`config.mk`:
```
export PLATFORM = sky130hd
export DESIGN_NAME = rwd_top
export DESIGN_NICKNAME = d
export VERILOG_FILES = /design/src/shared/rwd_pkg.sv /design/src/rwd_top.sv
export SDC_FILE = /design/constraint.sdc
export NUM_CORES = 1
export LEC_CHECK = 0
export BUFFER_PORTS_ARGS = -buffer_cell sky130_fd_sc_hd__buf_4
export CELL_PAD_IN_SITES_DETAIL_PLACEMENT = 0
export CELL_PAD_IN_SITES_GLOBAL_PLACEMENT = 1
export CORE_UTILIZATION = 37
export CTS_CLUSTER_SIZE = 20
export DETAILED_ROUTE_END_ITERATION = 10
export PLACE_DENSITY_LB_ADDON = 0.1
export SLEW_MARGIN = 10
export SYNTH_ARGS = -nofsm -noshare
export SYNTH_HDL_FRONTEND = slang
export SYNTH_SLANG_ARGS = --single-unit
```
`constraint.sdc`:
```
create_clock -name clk_in -period 2.5 [get_ports clk_in]
set_input_delay 0.5 -clock clk_in [delete_from_list [all_inputs] [get_ports clk_in]]
set_output_delay 0.5 -clock clk_in [all_outputs]
set_load 0.05 [all_outputs]
```
`src/shared/rwd_pkg.sv`:
```
package rwd_pkg;
    // ---------------------------------------------------------------
    // Register indices (byte address is four times the index)
    // ---------------------------------------------------------------
    localparam logic [4:0] IDX_INT_CTRL   = 5'h06;
    localparam logic [4:0] IDX_WD_CTRL    = 5'h07;
    localparam logic [4:0] IDX_EVT_STATUS = 5'h10;
    localparam logic [4:0] IDX_EVT_MASK   = 5'h11;

    // ---------------------------------------------------------------
    // Interrupt control fields
    // ---------------------------------------------------------------
    localparam int BIT_WD_IRQ_EN  = 7;
    localparam int BIT_ALARM_IRQ_EN = 6;
    localparam int BIT_PF_IRQ_EN  = 5;
    localparam int BIT_SQW_EN     = 4;
    localparam int BIT_ACT_HIGH   = 3;
    localparam int BIT_PULSE_MODE = 2;
    localparam int BIT_SQ_HI      = 1;
    localparam int BIT_SQ_LO      = 0;

    // ---------------------------------------------------------------
    // Watchdog fields
    // ---------------------------------------------------------------
    localparam int BIT_WD_STROBE  = 7;
    localparam int BIT_WD_LOCK    = 6;
    localparam int WD_TMO_MSB     = 5;

    // ---------------------------------------------------------------
    // Event status / mask bits
    // ---------------------------------------------------------------
    localparam int EVT_WD    = 0;
    localparam int EVT_ALARM = 1;
    localparam int EVT_PF    = 2;

    // ---------------------------------------------------------------
    // Reset values and timing
    // ---------------------------------------------------------------
    localparam logic [7:0] INT_CTRL_RST = 8'h00;
    localparam logic [7:0] WD_CTRL_RST  = 8'h00;
    localparam logic [2:0] EVT_RST      = 3'h0;
    localparam logic [3:0] PULSE_TICKS  = 4'h8;
endpackage

```
`src/rwd_top.sv`:
```
// Contract
// - Strobe write reloads counter with timeout
// - Lock bit blocks timeout writes, not strobe
// - Timeout equals field times 32 Hz period
// - Alarm enable drives pin and alarm flag
// - Powerfail enable drives pin and flag
module rwd_top (
    input  wire logic        clk_in,
    input  wire logic        reset_in,
    input  wire logic [6:0]  address_in,
    input  wire logic        read_in,
    input  wire logic        write_in,
    input  wire logic [31:0] writedata_in,
    output logic      [31:0] readdata_out,
    output logic             waitrequest_out,
    input  wire logic        tick_32hz_in,
    input  wire logic        alarm_match_in,
    input  wire logic        powerfail_in,
    input  wire logic [3:0]  square_in,
    output logic             int_pin_out,
    output logic             int_pin_oe_out,
    output logic             irq_out
);
    // ---------------------------------------------------------------
    // State
    // ---------------------------------------------------------------
    logic [7:0]  int_ctrl_reg,  int_ctrl_next;
    logic [7:0]  wd_ctrl_reg,   wd_ctrl_next;
    logic [5:0]  wd_count_reg,  wd_count_next;
    logic [2:0]  status_reg,    status_next;
    logic [2:0]  mask_reg,      mask_next;
    logic [3:0]  pulse_reg,     pulse_next;
    logic        ack_reg,       ack_next;
    logic [31:0] rdata_reg,     rdata_next;
    logic        pf_meta_reg,   pf_sync_reg,  pf_prev_reg;
    logic        pin_reg,       pin_next;
    logic        oe_reg,        oe_next;

    logic        req;
    logic        hit;
    logic [2:0]  events;
    logic        src_fire;
    logic        src_level;
    logic        active;
    logic        sq;
    logic        wd_expire;

    function automatic logic sel(input logic [6:0] a, input logic [4:0] idx);
        sel = (a[6:2] == idx) && (a[1:0] == 2'b00);
    endfunction

    // ---------------------------------------------------------------
    // Bus handshake and read data
    // ---------------------------------------------------------------
    always_comb begin
        req        = read_in | write_in;
        hit        = req & ack_reg;
        ack_next   = req & ~ack_reg;
        rdata_next = rdata_reg;

        // Read data is latched in the wait cycle so it stands when waitrequest drops
        if (req && !ack_reg && read_in) begin
            rdata_next = 32'h0000_0000;
            if (sel(address_in, rwd_pkg::IDX_INT_CTRL))
                rdata_next[7:0] = int_ctrl_reg;
            else if (sel(address_in, rwd_pkg::IDX_WD_CTRL))
                rdata_next[7:0] = wd_ctrl_reg;
            else if (sel(address_in, rwd_pkg::IDX_EVT_STATUS))
                rdata_next[2:0] = status_reg;
            else if (sel(address_in, rwd_pkg::IDX_EVT_MASK))
                rdata_next[2:0] = mask_reg;
        end

    end

    always_ff @(posedge clk_in) begin
        if (reset_in) begin
            ack_reg   <= 1'b0;
            rdata_reg <= 32'h0000_0000;
        end else begin
            ack_reg   <= ack_next;
            rdata_reg <= rdata_next;
        end
    end

    // ---------------------------------------------------------------
    // Control registers and watchdog counter
    // ---------------------------------------------------------------
    always_comb begin
        int_ctrl_next = int_ctrl_reg;
        wd_ctrl_next  = wd_ctrl_reg;
        wd_count_next = wd_count_reg;
        mask_next     = mask_reg;
        wd_expire     = 1'b0;

        // Watchdog countdown on the 32 Hz tick; expiry reloads and flags
        if (tick_32hz_in && wd_ctrl_reg[rwd_pkg::WD_TMO_MSB:0] != 6'h00) begin
            if (wd_count_reg <= 6'h01) begin
                wd_expire = 1'b1;
                wd_count_next = wd_ctrl_reg[rwd_pkg::WD_TMO_MSB:0];
            end else begin
                wd_count_next = wd_count_reg - 6'h01;
            end
        end

        if (hit && write_in) begin
            if (sel(address_in, rwd_pkg::IDX_INT_CTRL))
                int_ctrl_next = writedata_in[7:0];
            else if (sel(address_in, rwd_pkg::IDX_EVT_MASK))
                mask_next = writedata_in[2:0];
            else if (sel(address_in, rwd_pkg::IDX_WD_CTRL)) begin
                wd_ctrl_next[rwd_pkg::BIT_WD_LOCK] = writedata_in[rwd_pkg::BIT_WD_LOCK];
                if (!writedata_in[rwd_pkg::BIT_WD_LOCK])
                    wd_ctrl_next[rwd_pkg::WD_TMO_MSB:0] = writedata_in[rwd_pkg::WD_TMO_MSB:0];
                if (writedata_in[rwd_pkg::BIT_WD_STROBE])
                    wd_count_next = wd_ctrl_next[rwd_pkg::WD_TMO_MSB:0];
            end
        end
        // Strobe is self-clearing so it always reads back as zero
        wd_ctrl_next[rwd_pkg::BIT_WD_STROBE] = 1'b0;
    end

    always_ff @(posedge clk_in) begin
        if (reset_in) begin
            int_ctrl_reg <= rwd_pkg::INT_CTRL_RST;
            wd_ctrl_reg  <= rwd_pkg::WD_CTRL_RST;
            wd_count_reg <= 6'h00;
            mask_reg     <= rwd_pkg::EVT_RST;
        end else begin
            int_ctrl_reg <= int_ctrl_next;
            wd_ctrl_reg  <= wd_ctrl_next;
            wd_count_reg <= wd_count_next;
            mask_reg     <= mask_next;
        end
    end

    // ---------------------------------------------------------------
    // Event flags and power-fail synchroniser
    // ---------------------------------------------------------------
    always_comb begin
        events                     = 3'b000;
        events[rwd_pkg::EVT_WD]    = wd_expire;
        events[rwd_pkg::EVT_ALARM] = alarm_match_in & int_ctrl_reg[rwd_pkg::BIT_ALARM_IRQ_EN];
        events[rwd_pkg::EVT_PF]    = pf_sync_reg & ~pf_prev_reg
                                     & int_ctrl_reg[rwd_pkg::BIT_PF_IRQ_EN];

        // Set wins over the clear caused by reading the status
        status_next = status_reg;
        if (hit && read_in && sel(address_in, rwd_pkg::IDX_EVT_STATUS))
            status_next = 3'b000;
        status_next = status_next | events;
    end

    // Only the second stage feeds the edge detector, the first may still be metastable
    always_ff @(posedge clk_in) begin
        if (reset_in) begin
            status_reg  <= rwd_pkg::EVT_RST;
            pf_meta_reg <= 1'b0;
            pf_sync_reg <= 1'b0;
            pf_prev_reg <= 1'b0;
        end else begin
            status_reg  <= status_next;
            pf_meta_reg <= powerfail_in;
            pf_sync_reg <= pf_meta_reg;
            pf_prev_reg <= pf_sync_reg;
        end
    end

    // ---------------------------------------------------------------
    // Interrupt pin
    // ---------------------------------------------------------------
    always_comb begin
        pulse_next = pulse_reg;
        src_fire  = (events[rwd_pkg::EVT_WD] & int_ctrl_reg[rwd_pkg::BIT_WD_IRQ_EN])
                  | events[rwd_pkg::EVT_ALARM] | events[rwd_pkg::EVT_PF];
        src_level = (status_reg[rwd_pkg::EVT_WD]    & int_ctrl_reg[rwd_pkg::BIT_WD_IRQ_EN])
                  | (status_reg[rwd_pkg::EVT_ALARM] & int_ctrl_reg[rwd_pkg::BIT_ALARM_IRQ_EN])
                  | (status_reg[rwd_pkg::EVT_PF]    & int_ctrl_reg[rwd_pkg::BIT_PF_IRQ_EN]);

        // Pulse length is counted in 32 Hz ticks, so it is only tick-accurate
        if (src_fire)
            pulse_next = rwd_pkg::PULSE_TICKS;
        else if (tick_32hz_in && pulse_reg != 4'h0)
            pulse_next = pulse_reg - 4'h1;

        active = int_ctrl_reg[rwd_pkg::BIT_PULSE_MODE] ? (pulse_reg != 4'h0) : src_level;
        sq     = square_in[{int_ctrl_reg[rwd_pkg::BIT_SQ_HI], int_ctrl_reg[rwd_pkg::BIT_SQ_LO]}];

        // Open drain when active-low: only ever pull low, never drive high
        if (int_ctrl_reg[rwd_pkg::BIT_SQW_EN]) begin
            pin_next = sq;
            oe_next  = int_ctrl_reg[rwd_pkg::BIT_ACT_HIGH] | ~sq;
        end else if (int_ctrl_reg[rwd_pkg::BIT_ACT_HIGH]) begin
            pin_next = active;
            oe_next  = 1'b1;
        end else begin
            pin_next = 1'b0;
            oe_next  = active;
        end
    end

    always_ff @(posedge clk_in) begin
        if (reset_in) begin
            pulse_reg <= 4'h0;
            pin_reg   <= 1'b0;
            oe_reg    <= 1'b0;
        end else begin
            pulse_reg <= pulse_next;
            pin_reg   <= pin_next;
            oe_reg    <= oe_next;
        end
    end

    // ---------------------------------------------------------------
    // Outputs
    // ---------------------------------------------------------------

    assign waitrequest_out = (read_in | write_in) & ~ack_reg;
    assign readdata_out    = rdata_reg;
    assign irq_out         = |(status_reg & mask_reg);
    assign int_pin_out     = pin_reg;
    assign int_pin_oe_out  = oe_reg;
endmodule // rwd_top

```
After elaboration in Yosys (flattened, before gate mapping)
Index checks and enable logic that the tools add are counted.
- flip-flop bits (word level): 46
- bits in latches: 0
- bits in writable memories: 0
- ROM bits: 0
- input port bits: 50
- word-level logic and storage cells: 91
- memories: 0
- add/subtract/negate cells: 2
- $mul: 0
- divide/modulo/power cells: 0
- $lt $le $gt $ge: 2
- equality and inequality tests: 4
- shift-type cells: 0
- multiplexer cells: 25
- bitwise logic cells: 22
- reductions and logical operators: 21
- operator list (cell ; number):
    $mux W6 ; 8
    $mux W3 ; 4
    $logic_and A1 B1 Y1 ; 11
    $eq A5 B3 Y1 const B ; 2
    $eq A5 B5 Y1 const B ; 2
    $and A1 B1 Y1 ; 9
    $mux W1 ; 8
    $mux W4 ; 2
    $mux W8 ; 1
    $le A6 B1 Y1 const B ; 1
    $or A1 B1 Y1 ; 6
    $reduce_bool A6 Y1 ; 1
    $sub A6 B1 Y6 const B ; 1
    $mux W5 ; 1
    $not A1 Y1 ; 5
    $reduce_and A4 Y1 ; 1
    $reduce_bool A4 Y1 ; 1
    $sub A4 B1 Y4 const B ; 1
    $and A3 B3 Y3 ; 1
    $lt A2 B3 Y1 const B ; 1
    $or A3 B3 Y3 ; 1
    $reduce_and A3 Y1 ; 1
    $reduce_or A3 Y1 ; 1
    $bmux W1 S2 ; 1
    other kinds (5) ; 5

Logic depth before layout (Yosys ltp)
Gate-level depths: netlist of the first run.
- word-level depth: 8
- depth in mapped cells: 6
- mapped depth without buffers: 6

Least setup slack after synthesis of the first run
OpenSTA, ideal clock, no wires.
- kind: input-to-reg
- start point: input port address_in[5]
- end point: register wd_count_reg[2]
- setup time: 103 ps
- arrival: 1889 ps
- required time: 2397 ps
- slack: 508 ps
- cell stages on the path: 5
- path buffers: 1
- path through: or3_1 buf_2 or3_1 and4_1 a2111oi_2
- cells in the longest elaborated chain, start to end: 6
- elaborated cells on any way between the ends: 10
- classes of those cells: 3 x eq/ne; 4 x mux; 3 x reduce/logical
- RTL lines (what ; RTL line ; RTL):
    start, declared ; rwd_top.sv:10 ; input wire logic [6:0] address_in,
    $eq A5 B3 Y1 ; rwd_top.sv:49 ; sel = (a[6:2] == idx) && (a[1:0] == 2'b00);
    $logic_and A1 B1 Y1 ; rwd_top.sv:49 ;
    $mux W6 ; rwd_top.sv:111 ; else if (sel(address_in, rwd_pkg::IDX_WD_CTRL)) begin
    $mux W6 ; rwd_top.sv:109 ; else if (sel(address_in, rwd_pkg::IDX_EVT_MASK))
    $mux W6 (*) ; rwd_top.sv:107 ; if (sel(address_in, rwd_pkg::IDX_INT_CTRL))
    $mux W6 (*) ; rwd_top.sv:106 ; if (hit && write_in) begin
    end signal, assigned ; rwd_top.sv:132 ; wd_count_reg <= wd_count_next;
    end, declared ; rwd_top.sv:29 ; logic [5:0] wd_count_reg, wd_count_next;
Every way passes the cells marked *; elsewhere a longest branch is shown, timed or not.
A chain may end at the register's enable or synchronous reset.

Final worst setup path of the first run
- start point: register wd_count_reg[0]
- end point: register pulse_reg[1]
- cells in the longest elaborated chain, start to end: 7
- RTL lines (what ; RTL line ; RTL):
    $le A6 B1 Y1 ; rwd_top.sv:98 ; if (wd_count_reg <= 6'h01) begin
    $mux W1 ; rwd_top.sv:98 ;
    $mux W1 ; rwd_top.sv:97 ; if (tick_32hz_in && wd_ctrl_reg[rwd_pkg::WD_TMO_MSB:0] != 6'h00) begin
    $and A1 B1 Y1 ; rwd_top.sv:174 ; src_fire = (events[rwd_pkg::EVT_WD] & int_ctrl_reg[rwd_pkg::BIT_WD_IRQ_EN])
    $or A1 B1 Y1 (2 in a row) ; rwd_top.sv:175 ; | events[rwd_pkg::EVT_ALARM] | events[rwd_pkg::EVT_PF];
    $reduce_or A2 Y1 (no line) ; n/a ;
    end signal, assigned ; rwd_top.sv:208 ; pulse_reg <= pulse_next;
    end, declared ; rwd_top.sv:32 ; logic [3:0] pulse_reg, pulse_next;
Every way passes these cells.

==> results of run 1 <==
layout make-up:
class,instances,area (um^2)
Tap cell,77,96.34
Fill cell,637,3566
Timing Repair Buffer,49,367.9
Clock inverter,2,37.54
Sequential cell,45,900.9
Inverter,10,37.54
Clock buffer,6,82.58
Multi-Input combinational cell,214,1406
per-layer routing:
metal / wire length, um / track usage (%)
met5: 0 / 0
met4: 59 / 4.160
met3: 258 / 3.210
met2: 2703 / 28.16
met1: 3147 / 26.44
power breakdown:
group	total (uW)	switching, uW	leakage (uW)	internal [uW]
Clock	578	253	0.0000574	325
Sequential	754	15.9	0.000363	738
Combinational	303	200	0.000710	104
cells by family (layout without fill, tap and decap cells):
group,after synthesis,after routing,synth area share (%)
other,1,24,0.1476
flip-flops,45,45,35.45
AND/OR/NAND/NOR,100,100,21.52
adder cells (fa/ha/maj),3,3,1.477
AO/OA/AOI/OAI,57,57,16.54
buffers and inverters,49,67,12.60
XOR/XNOR,1,1,0.3447
multiplexers,29,29,11.92
cell usage after synthesis, types with 2 or more instances:
library cell / count
a211oi_1: 9
o31a_1: 2
buf_2: 2
ha_1: 3
or3b_2: 2
nor3_1: 5
nand2_1: 10
inv_1: 10
nand3b_1: 8
nor4_1: 5
or3_1: 7
buf_1: 2
or4_1: 3
o41ai_1: 4
a21o_1: 2
clkbuf_1: 8
a21oi_1: 15
nor2_1: 39
nand2b_1: 5
buf_4: 24
o31ai_1: 2
a222oi_1: 2
buf_6: 2
nor3_2: 2
a22oi_1: 2
o21ai_0: 2
nor2b_1: 3
dfxtp_1: 45
a31oi_1: 2
nand3_1: 2
mux2i_1: 28
worst paths after layout:
kind                        start      endpoint  slack (ns)  depth (start not counted)
setup reg to reg  wd_count_reg[0]  pulse_reg[1]        0.51                          6
hold / removal       powerfail_in   pf_meta_reg        0.42                          2
setup / recovery  wd_count_reg[0]  pulse_reg[1]        0.51                          6
hold reg to reg       pf_meta_reg   pf_sync_reg        0.45                          1
worst max-delay path, stage by stage, from the launching register on:
cell and delay, ns:
dfxtp_1 0.48, inv_1 0.07, ha_1 0.28, o21bai_1 0.32, nor2_1 0.14, a311o_1 0.43
a311oi_2 0.18
stage by stage:
step           setup slack (ns)  instance area (um^2)  cells  utilization, %  power, uW
2_1_floorplan            0.5078                  2628    308               -       1040
3_3_place_gp             0.3466                  2809    395           43.25       1073
3_5_place_dp             0.3208                  2809    395           43.25       1075
4_1_cts                  0.4988                  2929    403           45.10       1656
5_1_grt                  0.3216                  2929    403           45.10       1712
6_report                 0.5139                  2929    403           45.10       1636
==> summary.md, run 1 <==
| Metric | Value |
|---|---|
| Maxcap violations | 0 |
| Grt ovf | 0 |
| Area Overhead vs Synth | 15.26% |
| Antenna violations before repair | 0 |
| WHS | 0.4202 ns |
| Number of I/O pins | 86 |
| Pwr per Cell Area | 558.5 nW/um^2 |
| Outcome | finished with violations |
| Failing checks | design-rule violations |
| Most common cell after layout, fill and taps aside | buf_4 |
| Max transition margin | 60.93% |
| Starting density of the core | 39.13% |
| Max Slew Vio Count | 0 |
| Hold Vio Cnt, Final | 0 |
| P_leak | 0.001131 uW |
| Synth Register Bits | 45 |
| Clock Latency Late Sink | 0.29 ns |
| Setup TNS | 0 ns |
| Register area share after synthesis | 35.45% |
| Port bufs | 37 |
| DR vias | 2124 |
| WP data required | 2.72 ns |
| Die X | 84.88 um |
| Worst Path Max Fanout | 9 |
| Crit share post-route | 79.44% |
| GRT Overall Usage | 18.19% |
| Share of cells above drive strength 1 | 21.17% |
| Final wirelength | 6.168 mm |
| Routed Antenna Nets | 0 |
| CTS Buffer Depth | 2 |
| CTS clk-pin slew, worst paths | 0.09 ns |
| Gpl congestion | 0.7571 |
| CP arrival | 2.20 ns |
| Number of global-route vias before repair | 2019 |
| Worst min path class | in2reg |
| Num CTS Buffers | 5 |
| Initial DRC count | 121 |
| Drt via density | 5.270 |
| Core Area | 6495 um^2 |
| Post-CTS sizing | 0 |
| Synth area leader | dfxtp_1 |
| Syn Area/Cell | 8.916 um^2 |
| CP Capture Type | flop |
| RSZ-0062 raised after global routing | false |
| DRC Markers | 5 |
| Layout Nets | 378 |
| FP Rows | 29 |
| Share of the synthesized area in the top cell type | 35.45% |
| Post-synth EDFFs | 0 |
| Clk sink count | 45 |
| Library cells used by synthesis | 59 |
| WL/cell | 15.31 um |
| # setup viols final | 0 |
| Crit Path Category | reg2reg |
| Top FF cell, synth | dfxtp_1 |
| Die Y | 84.88 um |
| VDD IR-drop max | 260.5 uV |
| Setup Skew | 0.007030 ns |
| # diodes | 0 |
| Yosys warning count | 0 |
| Postcts setup bufs | 0 |
| H-tree depth | 2 |
| Global-route wire length before repair | 10.36 mm |
| F_max | 0.5035 GHz |
| Largest net degree at the start of global routing | 49 |
| Slew @ Worst Pin | 0.5860 ns |
| Hold_buf cts | 0 |
| Most frequent cells in the layout | buf_4, dfxtp_1, nor2_1 |
| Post-synthesis cell area | 2541 um^2 |
| DP HPWL | 4.685 mm |
| Top cells by area, synth | dfxtp_1, mux2i_1, buf_4 |
| Die area | 7204 um^2 |
| TritonRoute pass-1 iters | 7 |
| Asr flop ratio synth | 0% |
| Minimum clock period | 1.986 ns |
| CTS tree | built |
| Post-Syn Instances | 285 |
| Clk root buf | clkbuf_8 |
| Worst Setup Start Kind | flop |
No activity file was read; power rests on OpenSTA's default activity.
==> run 2, diff against run 1 <==
- ABC_AREA: default -> 1
- CORE_UTILIZATION: 37 -> 34
- clock period: 2.5 -> 2.1 ns (I/O delays scaled with it)
==> run 2 against run 1 <==
  * The run now ends clean
  * Combinational power up 56%
  * Sequential cell count unchanged
  * Hold slack worse by 0.10 ns
  * Critical path depth up 6
  * Critical path type unchanged
==> summary.md, run 2 <==
| Metric | Value |
|---|---|
| Outcome | completed |
| Port bufs | 37 (unchanged) |
| Met1 usage | 24.76% (-1.7 points) |
| FP Rows | 31 (+6.9%) |
| Die area | 7760 um^2 (+7.7%) |
| Pwr per Cell Area | 676.7 nW/um^2 (+21%) |
| Adder-cell share of the synthesized area | 1.490% (+0.012 points) |
| CTS clk-pin slew, worst paths | 0.10 ns (about the same) |
| Top post-synthesis cells by count | nand2_1, inv_1, dfxtp_1 |
| Worst min path class | in2reg |
| Crit share post-route | 78.63% (-0.82 points) |
| Library cells used by synthesis | 30 (-49%) |
| H-tree depth | 2 (unchanged) |
| F_max | 0.6056 GHz (+20%) |
| Area Overhead vs Synth | 15.39% |
| Synth Register Bits | 45 (unchanged) |
| Die X | 88.09 um (+3.8%) |
| CP arrival | 1.90 ns (-0.30 ns) |
| Layout Nets | 460 (+22%) |
| Setup Skew | 0.01343 ns (+0.006399 ns) |
| Drt via density | 4.525 (-14%) |
| Finished Core Util | 40.31% (-4.8 points) |
| Post-CTS sizing | 0 (unchanged) |
| Simple-gate share of the synthesized area | 26.46% (+4.9 points) |
| Setup TNS | 0 ns (unchanged) |
| Postcts setup bufs | 0 (unchanged) |
| Initial DRC count | 71 (-41%) |
| Post-Syn Instances | 369 (+29%) |
| Starting density of the core | 34.93% (-4.2 points) |
| GR Util met2 | 26.43% (-1.7 points) |
| Dominant cell by count in the synthesized netlist | nand2_1 |
| DP HPWL | 4.805 mm (+2.5%) |
| Hold_buf cts | 0 (unchanged) |
| Yosys warning count | 0 (unchanged) |
| Top cells by area, synth | dfxtp_1, nand2_1, inv_1 |
| Grt ovf | 0 (unchanged) |
| Fillers | 814 (+28%) |
| Proportion of synthesized area in mux cells | 0% (-12 points) |
| Clk sink count | 45 (unchanged) |
| Most crowded layer after global routing | met2 |
| CP Capture Type | flop |
| Maxcap violations | 0 (unchanged) |
| Number of I/O pins | 86 (unchanged) |
| # diodes | 0 (unchanged) |
| Routed Antenna Nets | 0 (unchanged) |
| Hold Vio Cnt, Final | 0 (unchanged) |
| Multi-input logic area | 1279 um^2 (-9.1%) |
| CTS tree | built |
| Post-DP Area | 2814 um^2 (+0.18%) |
| Max Slew Vio Count | 0 (unchanged) |
| Post-synthesis cell area | 2520 um^2 (-0.84%) |
| Register area share after synthesis | 35.75% (+0.30 points) |
| Minimum clock period | 1.651 ns (-0.3350 ns) |
| Synth Area in XOR/XNOR | 1.390% (+1.0 points) |
| Storage cell area | 900.9 um^2 (unchanged) |
| Number of global-route vias before repair | 2082 (+3.1%) |
| Antenna violations before repair | 0 (unchanged) |
| VDD IR-drop max | 236.8 uV (-9.1%) |
| GRT Overall Usage | 17.45% (-0.74 points) |
| Core Area | 7214 um^2 (+11%) |
| Crit Path Category | reg2reg |
| Worst Setup Start Kind | flop |
| Post-synth EDFFs | 0 (unchanged) |
| Clk root buf | clkbuf_8 |
| P_leak | 0.001370 uW (+21%) |
| Cell area after layout | 2908 um^2 (-0.73%) |
| Global-route wire length before repair | 10.20 mm (-1.5%) |
| Gpl congestion | 0.8234 (+8.8%) |
| RSZ-0062 raised after global routing | false |
| Most common cell after layout, fill and taps aside | nand2_1 |
| CTS Buffer Depth | 2 (unchanged) |
| Most frequent cells in the layout | nand2_1, inv_1, dfxtp_1 |
| TritonRoute pass-1 iters | 4 (-3) |
| Compound-gate portion of the synthesized area | 17.83% (+1.3 points) |
| WP data required | 2.35 ns (-0.37 ns) |
| Main combinational cell family by area after synthesis | simple AND/OR/NAND/NOR gates |
| Largest net degree at the start of global routing | 22 (-55%) |
| Die Y | 88.09 um (+3.8%) |
| # setup viols final | 0 (unchanged) |
| Syn Area/Cell | 6.829 um^2 (-23%) |
| Synth area leader | dfxtp_1 |
| Num CTS Buffers | 5 (unchanged) |
| DR vias | 2294 (+8.0%) |
| Worst Path Max Fanout | 7 (-2) |
| Final wirelength | 6.180 mm (+0.19%) |
| WL/cell | 12.19 um (-20%) |
| Asr flop ratio synth | 0% (unchanged) |
| Share of cells above drive strength 1 | 14.95% (-6.2 points) |
| Top FF cell, synth | dfxtp_1 |
| M3 GR Usage | 3.016% (-0.19 points) |
| DRC Markers | 0 (-5) |
| Clock Latency Late Sink | 0.31 ns (+0.02 ns) |
| Share of the synthesized area in the top cell type | 35.75% (+0.30 points) |
==> run 2: cell types whose count changed after synthesis, moves of 15 or more <==
cell,change
a21oi_1,+15
nand3_1,+18
nand2_1,+63
mux2i_1,-28
inv_1,+44
o21ai_0,+33
==> run 2: final timing paths <==
path	startpoint	endpoint	slack, ns	cells past startpoint
setup / recovery	wd_count_reg[0]	wd_count_reg[5]	0.45	12
hold / removal	powerfail_in	pf_meta_reg	0.32	3
setup reg to reg	wd_count_reg[0]	wd_count_reg[5]	0.45	12
hold reg to reg	pf_meta_reg	pf_sync_reg	0.40	2
==> run 2: final cells by class <==
cell class                 count  share of cell area, %
clock buffer                   5                  2.367
inverter                      58                  7.487
timing repair buffer          39                  10.07
multi-input combinational    258                  43.98
tap                           99                  4.260
sequential                    45                  30.98
clock inverter                 3                 0.8606
==> run 2: through the flow <==
step,instances,hold WS [ns],setup WS (ns),total power (uW)
final,507,0.3158,0.4489,1968
after global placement,499,0.3896,0.3908,1402
after floorplan,392,0.3883,0.07311,1325
after global routing,507,0.3147,0.2023,2089
after CTS,507,0.3056,0.4366,1992
after detailed placement,499,0.3922,0.3871,1407
==> run 2: per-layer routing <==
metal  vias to the layer above  part of all wire (%)  routed length [um]
met1                      1018                    52                3211
met5                         -                     0                   0
met2                        56                    42                2591
met4                         0                   1.9                 119
li1                       1212                     -                   -
met3                         8                   4.2                 257
==> run 2: cells by family (layout without fill, tap and decap cells) <==
kind of cell	Yosys count	count (layout)
other	1	24
AO/OA/AOI/OAI	82	82
flip-flops	45	45
XOR/XNOR	4	4
AND/OR/NAND/NOR	145	145
buffers and inverters	89	105
adder cells (fa/ha/maj)	3	3
==> run 2: worst max-delay path: stages (launching register included) <==
cell	delay, ns
dfxtp_1	0.32
inv_1	0.15
ha_1	0.23
inv_1	0.05
nand2_1	0.08
nand3_2	0.15
inv_1	0.20
nand2_1	0.08
nand3_1	0.08
nand2_1	0.05
nand3_1	0.07
nand2_1	0.05
nor2_1	0.09
==> run 2: report_power, final <==
group	internal (uW)	leakage, uW	switching, uW	total (uW)
logic	142	0.000961	329	472
clock network	241	0.0000447	341	582
registers	896	0.000365	18.1	914
total	1280	0.00137	689	1970
